## config.mk

```make
export PLATFORM = sky130hd
export DESIGN_NAME = pau_regs
export DESIGN_NICKNAME = d
export VERILOG_FILES = /design/src/shared/pau_pkg.sv /design/src/rtl/pau_flags.sv /design/src/rtl/pau_hold.sv /design/src/rtl/pau_regs.sv
export SDC_FILE = /design/constraint.sdc
export NUM_CORES = 1
export LEC_CHECK = 0
export ABC_AREA = 1
export ABC_CLOCK_PERIOD_IN_PS = 10560
export BUFFER_PORTS_ARGS = -buffer_cell sky130_fd_sc_hd__buf_2
export CAP_MARGIN = 20
export CORE_AREA = 2 2 267 322
export CTS_BUF_LIST = sky130_fd_sc_hd__clkbuf_8
export CTS_CLUSTER_DIAMETER = 200
export DETAILED_ROUTE_END_ITERATION = 16
export DIE_AREA = 0 0 269 324
export PLACE_DENSITY = 0.53
export REMOVE_ABC_BUFFERS = 1
export SYNTH_ARGS = -nofsm -noshare
export SYNTH_HDL_FRONTEND = slang
export SYNTH_SLANG_ARGS = --single-unit
```

## constraint.sdc

```tcl
create_clock -name clk -period 10.56 [get_ports clk]
set_input_delay 1.056 -clock clk [delete_from_list [all_inputs] [get_ports clk]]
set_output_delay 1.056 -clock clk [all_outputs]
set_load 0.01 [all_outputs]
```

## src/shared/pau_pkg.sv

```systemverilog
`default_nettype none
package pau_pkg;
  localparam logic [7:0] PAU_OFS_CTRL   = 8'h00;
  localparam logic [7:0] PAU_OFS_CONFIG = 8'h04;
  localparam logic [7:0] PAU_OFS_CEH    = 8'h08;
  localparam logic [7:0] PAU_OFS_CEL    = 8'h0C;
  localparam logic [7:0] PAU_OFS_STAT   = 8'h10;
  localparam logic [7:0] PAU_OFS_IES    = 8'h14;
  localparam logic [7:0] PAU_OFS_IEC    = 8'h18;
  localparam logic [7:0] PAU_OFS_IMS    = 8'h1C;
  localparam logic [7:0] PAU_OFS_SFC    = 8'h20;
  localparam logic [7:0] PAU_OFS_INFO   = 8'h24;
  localparam logic [7:0] PAU_OFS_REV    = 8'h28;
  localparam logic [7:0] PAU_OFS_UNLOCK = 8'hFC;
  localparam int         PAU_BIT_EXP    = 0;
  localparam int         PAU_BIT_OK     = 1;
  localparam int         PAU_BIT_FAIL   = 2;
  localparam int         PAU_BIT_URD    = 3;
  localparam int         PAU_BIT_KEY    = 4;
  localparam int         PAU_BIT_BLK    = 5;
  localparam int         PAU_BIT_MBE    = 6;
  localparam int         PAU_BIT_RMP    = 7;
  localparam int         PAU_BIT_EN     = 8;
  localparam int         PAU_BIT_SETUP  = 9;
  localparam int         PAU_BIT_IDLE   = 10;
  localparam int         PAU_CB_EN      = 0;
  localparam int         PAU_CB_DIS     = 1;
  localparam int         PAU_CB_SEN     = 2;
  localparam int         PAU_CB_SDIS    = 3;
  localparam logic [7:0] PAU_ERR_MASK   = 8'hFD;
  localparam logic [11:0] PAU_REVISION  = 12'h111;
  localparam logic [15:0] PAU_RMP_BASE  = 16'hFFFC;
  localparam logic [31:0] PAU_STAT_RST  = 32'h00000400;
  typedef struct packed {
    logic        wr;
    logic        rd;
    logic [7:0]  addr;
    logic [31:0] wdata;
  } pau_req_s;
endpackage
`default_nettype wire

```

## src/rtl/pau_flags.sv

```systemverilog
`timescale 1ns/10ps
`default_nettype none
module pau_flags
  import pau_pkg::*;
(
  input  wire logic       clk,
  input  wire logic       rst,
  input  wire logic [7:0] set_i,
  input  wire logic [7:0] clr_i,
  output logic      [7:0] flags_o
);
  logic [7:0] flags_q;
  logic [7:0] flags_d;
  // Set wins over clear so a coincident event is never lost.
  assign flags_d = (flags_q & ~clr_i) | set_i;
  always_ff @(posedge clk or posedge rst) begin
    if (rst) begin
      flags_q <= 8'h00;
    end else begin
      flags_q <= flags_d;
    end
  end
  assign flags_o = flags_q;
endmodule
`default_nettype wire

```

## src/rtl/pau_hold.sv

```systemverilog
`timescale 1ns/10ps
`default_nettype none
module pau_hold
(
  input  wire logic       clk,
  input  wire logic       rst,
  input  wire logic       load_i,
  input  wire logic [7:0] cycles_i,
  input  wire logic       used_i,
  output logic            open_o,
  output logic            expire_o
);
  logic [7:0] cnt_q;
  logic       open_q;
  always_ff @(posedge clk or posedge rst) begin
    if (rst) begin
      cnt_q  <= 8'h00;
      open_q <= 1'b0;
    end else if (load_i) begin
      cnt_q  <= cycles_i;
      open_q <= (cycles_i != 8'h00);
    end else if (open_q && used_i) begin
      open_q <= 1'b0;
    end else if (open_q) begin
      cnt_q  <= cnt_q - 8'h01;
      open_q <= (cnt_q != 8'h01);
    end
  end
  assign open_o   = open_q;
  assign expire_o = open_q && !used_i && !load_i && (cnt_q == 8'h01);
endmodule
`default_nettype wire

```

## src/rtl/pau_regs.sv

```systemverilog
// What this block does
// Unlock lasts hold cycles or one access.
// Unlock needs matching key value.
// High enable bits gate channels 32 up.
// Low enable bits gate channels; reset zero.
// Idle clears on access, sets when done.
// Setup status bit follows setup mode.
// Enabled status bit follows unit enable.
// Bad remap upper half sets error.
// Slave bus error sets master error.
// Unlock with errors aborts, sets blocked.
// Wrong key sets bad-key flag.
// Reading unlock port sets read error.
// Locked access while enabled, outside setup, sets failed.
// Access after unlock sets succeeded.
// Unused unlock window sets expired flag.
// Clear register ones clear status flags.
// Enable-set ones set mask bits.
// Enable-clear ones clear mask bits.
// Mask register reads enabled sources.
// Info register reports channel count.
// Revision register returns fixed number.
// Interrupt when flag and mask both set.
// Error flags exclude access-succeeded.
// Channel number written in unlock port.
// Setup command bit enters setup mode.
// Down-counter times the unlock window.
// Reserved bits read zero, ignore writes.
`timescale 1ns/10ps
`default_nettype none
module pau_regs
  import pau_pkg::*;
#(
  parameter int CHANNELS = 16
)
(
  input  wire logic        clk,
  input  wire logic        rst,
  input  wire pau_req_s    cfg_req,
  output logic      [31:0] cfg_rdata,
  input  wire pau_req_s    chn_req,
  output logic      [31:0] chn_rdata,
  output logic             chn_error,
  output logic             mst_start,
  output logic      [31:0] mst_addr,
  output logic             mst_write,
  output logic      [31:0] mst_wdata,
  input  wire logic        mst_done,
  input  wire logic        mst_berr,
  input  wire logic [31:0] mst_rdata,
  output logic             chn_done,
  output logic             irq
);
  localparam int CW = $clog2(CHANNELS);
  logic [31:0] ceh_q;
  logic [31:0] cel_q;
  logic [7:0]  mask_q;
  logic        en_q;
  logic        setup_q;
  logic        berren_q;
  logic [7:0]  key_q;
  logic [7:0]  unlock_hold_cycles_q;
  logic [31:0] remap_q [CHANNELS];
  logic [5:0]  ul_chan_q;
  logic        busy_q;
  logic        idle_q;
  logic [31:0] rdata_q;
  logic [31:0] chn_rdata_q;
  logic        chn_error_q;
  logic        chn_done_q;
  logic [31:0] mst_addr_q;
  logic        mst_write_q;
  logic [31:0] mst_wdata_q;
  logic        mst_start_q;
  logic [7:0]  flags;
  logic [7:0]  fl_set;
  logic [7:0]  fl_clr;
  logic        ctl_wr;
  logic        cfg_wr;
  logic        ul_wr;
  logic        ul_rd;
  logic        rmp_wr;
  logic        ch_acc;
  logic [5:0]  acc_chan;
  logic        chan_en;
  logic        key_ok;
  logic        err_any;
  logic        unlock_go;
  logic        win_open;
  logic        win_exp;
  logic        acc_ok;
  logic        acc_bad;
  logic [63:0] en_vec;
  logic [31:0] cfg_mux;
  logic [31:0] stat_word;
  logic [7:0]  win_age_q;
  logic [7:0]  win_len_q;

  assign ctl_wr   = cfg_req.wr && (cfg_req.addr == PAU_OFS_CTRL);
  assign cfg_wr   = cfg_req.wr && (cfg_req.addr == PAU_OFS_CONFIG);
  assign ul_wr    = chn_req.wr && (chn_req.addr == PAU_OFS_UNLOCK);
  assign ul_rd    = chn_req.rd && (chn_req.addr == PAU_OFS_UNLOCK);
  assign acc_chan = chn_req.addr[7:2];
  assign rmp_wr   = chn_req.wr && setup_q && !ul_wr && (acc_chan < 6'(CHANNELS));
  assign ch_acc   = (chn_req.wr || chn_req.rd) && !setup_q && en_q && !ul_wr && !ul_rd && !busy_q;
  assign en_vec   = {ceh_q & 32'h7FFFFFFF, cel_q};
  assign chan_en  = en_vec[acc_chan] && (acc_chan < 6'(CHANNELS));
  assign acc_ok   = ch_acc && chan_en && win_open && (ul_chan_q == acc_chan);
  assign acc_bad  = ch_acc && !acc_ok;
  assign key_ok   = chn_req.wdata[15:8] == key_q;
  assign err_any  = |(flags & PAU_ERR_MASK);
  assign unlock_go = ul_wr && en_q && !setup_q && key_ok && !err_any;

  always_comb begin
    fl_set = 8'h00;
    fl_set[PAU_BIT_EXP]  = win_exp;
    fl_set[PAU_BIT_OK]   = acc_ok;
    fl_set[PAU_BIT_FAIL] = acc_bad;
    fl_set[PAU_BIT_URD]  = ul_rd;
    fl_set[PAU_BIT_KEY]  = ul_wr && !err_any && !key_ok;
    fl_set[PAU_BIT_BLK]  = ul_wr && err_any;
    fl_set[PAU_BIT_MBE]  = mst_done && mst_berr;
    fl_set[PAU_BIT_RMP]  = rmp_wr && (chn_req.wdata[31:18] != PAU_RMP_BASE[15:2]);
  end
  assign fl_clr = (cfg_req.wr && cfg_req.addr == PAU_OFS_SFC) ? cfg_req.wdata[7:0] : 8'h00;

  pau_flags u_flags (
    .clk     (clk),
    .rst     (rst),
    .set_i   (fl_set),
    .clr_i   (fl_clr),
    .flags_o (flags)
  );

  pau_hold u_hold (
    .clk      (clk),
    .rst      (rst),
    .load_i   (unlock_go),
    .cycles_i (unlock_hold_cycles_q),
    .used_i   (acc_ok),
    .open_o   (win_open),
    .expire_o (win_exp)
  );

  assign stat_word = {21'h0, idle_q, setup_q, en_q, flags};

  assign cfg_mux = (cfg_req.addr == PAU_OFS_CEH)  ? {1'b0, ceh_q[30:0]} :
                   (cfg_req.addr == PAU_OFS_CEL)  ? cel_q :
                   (cfg_req.addr == PAU_OFS_STAT) ? stat_word :
                   (cfg_req.addr == PAU_OFS_IMS)  ? {24'h0, mask_q} :
                   (cfg_req.addr == PAU_OFS_INFO) ? 32'(CHANNELS) :
                   (cfg_req.addr == PAU_OFS_REV)  ? {20'h0, PAU_REVISION} :
                   32'h00000000;

  always_ff @(posedge clk or posedge rst) begin
    if (rst) begin
      ceh_q    <= 32'h00000000;
      cel_q    <= 32'h00000000;
      mask_q   <= 8'h00;
      en_q     <= 1'b0;
      setup_q  <= 1'b0;
      berren_q <= 1'b0;
      key_q    <= 8'h00;
      unlock_hold_cycles_q   <= 8'h00;
      rdata_q  <= 32'h00000000;
    end else begin
      if (cfg_req.wr && cfg_req.addr == PAU_OFS_CEH) begin
        ceh_q <= {1'b0, cfg_req.wdata[30:0]};
      end
      if (cfg_req.wr && cfg_req.addr == PAU_OFS_CEL) begin
        cel_q <= cfg_req.wdata;
      end
      if (cfg_req.wr && cfg_req.addr == PAU_OFS_IES) begin
        mask_q <= mask_q | cfg_req.wdata[7:0];
      end else if (cfg_req.wr && cfg_req.addr == PAU_OFS_IEC) begin
        mask_q <= mask_q & ~cfg_req.wdata[7:0];
      end
      if (ctl_wr && cfg_req.wdata[PAU_CB_EN]) begin
        en_q <= 1'b1;
      end else if (ctl_wr && cfg_req.wdata[PAU_CB_DIS]) begin
        en_q <= 1'b0;
      end
      if (ctl_wr && cfg_req.wdata[PAU_CB_SEN]) begin
        setup_q <= 1'b1;
      end else if (ctl_wr && cfg_req.wdata[PAU_CB_SDIS]) begin
        setup_q <= 1'b0;
      end
      if (ctl_wr && cfg_req.wdata[4]) begin
        berren_q <= 1'b1;
      end else if (ctl_wr && cfg_req.wdata[5]) begin
        berren_q <= 1'b0;
      end
      if (cfg_wr) begin
        key_q  <= cfg_req.wdata[7:0];
        unlock_hold_cycles_q <= cfg_req.wdata[15:8];
      end
      rdata_q <= cfg_req.rd ? cfg_mux : 32'h00000000;
    end
  end

  // Remap targets have no reset value, so they hold no reset branch.
  for (genvar g = 0; g < CHANNELS; g++) begin : g_remap
    always_ff @(posedge clk) begin
      if (rmp_wr && acc_chan == 6'(g)) begin
        remap_q[g] <= chn_req.wdata;
      end
    end
  end

  // Only one forwarded access is outstanding; a new one while busy is refused.
  always_ff @(posedge clk or posedge rst) begin
    if (rst) begin
      ul_chan_q   <= 6'h00;
      busy_q      <= 1'b0;
      idle_q      <= 1'b1;
      mst_start_q <= 1'b0;
      mst_addr_q  <= 32'h00000000;
      mst_write_q <= 1'b0;
      mst_wdata_q <= 32'h00000000;
      chn_rdata_q <= 32'h00000000;
      chn_error_q <= 1'b0;
      chn_done_q  <= 1'b0;
    end else begin
      mst_start_q <= acc_ok;
      chn_done_q  <= 1'b0;
      chn_error_q <= 1'b0;
      if (unlock_go) begin
        ul_chan_q <= chn_req.wdata[5:0];
      end
      if (acc_ok) begin
        busy_q      <= 1'b1;
        idle_q      <= 1'b0;
        mst_addr_q  <= remap_q[acc_chan[CW-1:0]];
        mst_write_q <= chn_req.wr;
        mst_wdata_q <= chn_req.wdata;
      end else if (busy_q && mst_done) begin
        busy_q      <= 1'b0;
        idle_q      <= 1'b1;
        chn_rdata_q <= mst_rdata;
        chn_done_q  <= 1'b1;
        chn_error_q <= mst_berr && berren_q;
      end else if (acc_bad || ul_rd) begin
        chn_done_q  <= 1'b1;
        chn_error_q <= berren_q;
      end else if (chn_req.wr || chn_req.rd) begin
        chn_done_q  <= 1'b1;
      end
    end
  end

  assign cfg_rdata = rdata_q;
  assign chn_rdata = chn_rdata_q;
  assign chn_error = chn_error_q;
  assign chn_done  = chn_done_q;
  assign mst_start = mst_start_q;
  assign mst_addr  = mst_addr_q;
  assign mst_write = mst_write_q;
  assign mst_wdata = mst_wdata_q;
  assign irq       = |(flags & mask_q);

  // The window length is captured at unlock, so a later hold-count rewrite cannot upset the check.
  always_ff @(posedge clk or posedge rst) begin
    if (rst) begin
      win_age_q <= 8'h00;
      win_len_q <= 8'h00;
    end else if (unlock_go) begin
      win_age_q <= 8'h01;
      win_len_q <= unlock_hold_cycles_q;
    end else if (win_open) begin
      win_age_q <= win_age_q + 8'h01;
    end
  end
endmodule
`default_nettype wire

```

==> flow_summary.rst <==
.. list-table::
   :header-rows: 1

   * - Metric
     - Value
   * - Outcome
     - completed
   * - Number of top-level design ports
     - 253
   * - HPWL after detailed placement
     - 48000 microns
   * - Clock tree from TritonCTS
     - built
   * - Root buffer cell
     - clkbuf_8
   * - Tmin final
     - 3.96 ns
   * - Antenna violations before repair
     - 12
   * - Worst Path Arrival
     - 4.65 ns
   * - Worst r2r src
     - setup_q
   * - Fraction of synthesis flops using an asynchronous set or reset pin
     - 0.325
   * - Post-synthesis sequential area ratio
     - 0.737
   * - Worst min-delay path startpoint
     - mst_wdata[25]
   * - Post-DR vias/cell
     - 5.04
   * - Total Negative Setup Slacks
     - 0 ns
   * - Leading cell type in the layout, fill and taps excluded
     - nand2_1
   * - WHS Endpoint
     - mst_wdata[25]
   * - Number of enable flip-flop cells after synthesis
     - 512
   * - Average size of a mapped cell
     - 12.7 sq um
   * - DRC errors left
     - 0
   * - Busiest metal layer after global routing
     - met2
   * - Post-layout nets
     - 2714
   * - Worst Path Max Fanout
     - 76
   * - Maximum number of pins on one net before global-route repair
     - 111
   * - Final Skew
     - 0.0645 ns
   * - Worst slew pin tran
     - 0.995 ns
   * - Congestion Overflow GR
     - 0
   * - Final Cycle Share
     - 0.375
   * - Maximum level of the CTS H-tree
     - 3
   * - Cells resized by post-CTS repair
     - 0
   * - Gate count of the mapped netlist
     - 2297
   * - Kind of end point of the critical path
     - flip-flop
   * - Required time of the critical path
     - 11.25 ns
   * - Static leakage
     - 14.1 nW
   * - Worst Setup Start Kind
     - input pin
   * - Count of max-cap constraint violations
     - 0
   * - Total power of the final layout
     - 6.00 mW
   * - I/O Buffers
     - 252
   * - Clock latency on the worst-skew pair
     - 0.76 ns
   * - CTS Sinks
     - 759
   * - Detailed router's first-iteration violation count
     - 1294
   * - Hold Crit Depth
     - 2
   * - CTS clk-pin slew, worst paths
     - 0.06 ns
   * - Fin util
     - 0.408
   * - Number of buffers created by CTS
     - 119
   * - Pre-Repair DR Iteration Count
     - 5
   * - Ratio of cells with drive above 1 in the final layout
     - 0.195
   * - Site row count
     - 117
   * - Highest-count cells in the layout ignoring fill and taps
     - nand2_1 (612), edfxtp_1 (512), a22oi_1 (256)
   * - Number of nets with antenna violations after routing
     - 0
   * - Post-synthesis cell type count
     - 45
   * - Post-synthesis to final-layout area growth
     - 17.3%
   * - Number of synthesized register bits
     - 759
   * - Critical register-to-register path endpoint
     - remap_q[4][14]
   * - Min-delay worst type
     - flip-flop to flip-flop
   * - Post-CTS Hold Buffers
     - 0
   * - Post-synth top flop
     - edfxtp_1
   * - Count of final max-slew check failures
     - 0
   * - Gp weighted congestion
     - 0.819
   * - Overall track demand over capacity in global routing
     - 0.189
   * - Clk buf depth
     - 3
   * - RSZ-0062 raised after global routing
     - no
   * - Setup Fix Bufs, Post-CTS
     - 0
   * - Cell area power density
     - 175 nW/um^2
   * - Max frequency
     - 252 MHz
   * - Warnings, synthesis
     - 0
   * - Number of vias in the routed layout
     - 19.3k
   * - Die boundary width
     - 269 microns
   * - Post-Syn Area
     - 29200 sq um
   * - Critical path start-end classification
     - input pin to flip-flop
   * - Starting utilization of the core area
     - 0.347
   * - Die area
     - 87200 sq um
   * - Die height
     - 324 microns
   * - Core region area
     - 84200 sq um
   * - Largest voltage drop on the vdd net
     - 0.106 mV
   * - Final count of hold timing violations
     - 0
   * - GR Util met2
     - 0.309
   * - Register-to-Register Setup Slack
     - 7.72 ns
   * - Wirelength per Cell
     - 21.6 microns
   * - Reg2Reg Depth
     - 5
   * - Overall routed net length
     - 82500 microns
   * - Final setup vio count
     - 0
   * - Met3 capacity usage during global routing
     - 0.0515
   * - Number of global-route vias before repair
     - 19.8k
   * - Met1 Usage GRT
     - 0.247
   * - Relative max-transition margin
     - 0.337
   * - First-pass GRT wire length
     - 123000 microns
   * - Filler Cells Inserted
     - 8021
==> state kept, by name, summed over array words and instances (netlist names), 31 cells and up, named ones only <==
register and count:
mst_addr 32, chn_rdata 32, cfg_rdata 32, cel_q 32, remap_q 512, ceh_q 31
mst_wdata 32
==> area by class of cell <==
class,count,area [sq um],share of cell area
Sequential cell,759,21600,0.628
Multi-Input combinational cell,1316,6920,0.202
Clock buffer,131,1800,0.0526
Timing Repair Buffer,289,1600,0.0468
Tap cell,1130,1410,0.0412
Clock inverter,91,592,0.0172
Inverter,107,412,0.0120
Antenna cell,3,7.51,0.000219
==> where the power goes <==
group	internal, mW	total (mW)	switching (mW)
Clock	1.31	2.48	1.17
Sequential	3.21	3.23	0.0198
Combinational	0.0859	0.289	0.203
Total	4.61	6.00	1.39
==> kinds of logic after synthesis <==
logic type / share of synthesized area
flip-flops: 0.737
multiplexers: 0.0127
AND/OR/NAND/NOR: 0.103
adder cells (fa/ha/maj): 0.000856
buffers and inverters: 0.0316
XOR/XNOR: 0.00449
AO/OA/AOI/OAI: 0.110
==> critical path, stage by stage <==
cell and delay, ns:
buf_2 0.15, nand2_1 0.53, inv_2 0.84, nand3_1 0.29, nand2_1 0.20, nor2_2 0.07
o21ai_4 0.06, buf_4 0.77, nand2_2 0.28, nand2_2 0.23, nand2_1 0.08, nand2_1 0.06
==> worst max path at each step <==
stage	start	to	slack, ns	depth (start not counted)
after floorplan	rst	asynchronous set/reset pin	2.72	1
after detailed placement	chn_req[37]	u_hold.cnt_q[0]	5.83	12
final	chn_req[37]	u_hold.cnt_q[0]	6.60	12
after CTS	chn_req[37]	u_hold.cnt_q[4]	6.63	12
after global routing	chn_req[37]	u_hold.cnt_q[4]	6.31	12
after global placement	chn_req[37]	u_hold.cnt_q[7]	6.00	12
==> metal layers <==
layer	routed length, microns	part of all wire	up-vias
met5	123	0.0015	-
li1	-	-	8818
met1	34900	0.42	9667
met2	39500	0.48	654
met3	6460	0.078	130
met4	1460	0.018	20
==> per-stage QoR <==
step / worst slack (ns) / std cells / hold WS [ns] / instance area (sq um)
after floorplan: 2.72 / 2182 / 0.448 / 28700
after global placement: 6.00 / 3597 / 0.459 / 31800
after detailed placement: 5.83 / 3598 / 0.461 / 31800
after CTS: 6.63 / 3820 / 0.472 / 34200
after global routing: 6.31 / 3824 / 0.497 / 34300
final: 6.60 / 3826 / 0.472 / 34300
==> synthesized netlist by cell type, drive strengths merged, types with 2 or more instances <==
cell,instances,share of area
nand2,616,0.079
edfxtp,512,0.53
a22oi,256,0.066
dfrtp,246,0.21
o21ai,177,0.031
inv,106,0.014
nor2,70,0.0092
buf,62,0.011
a21oi,57,0.0098
clkbuf,53,0.0069
nand3,46,0.0080
mux2,33,0.013
nand4,17,0.0036
xor2,10,0.0030
xnor2,5,0.0015
nor4,4,0.00086
nor3,3,0.00051
o221ai,3,0.00090
a221oi,2,0.00060
ha,2,0.00086
nor3b,2,0.00068
o211ai,2,0.00051
o22ai,2,0.00043
or2,2,0.00043
No activity file was read; power rests on OpenSTA's default activity.
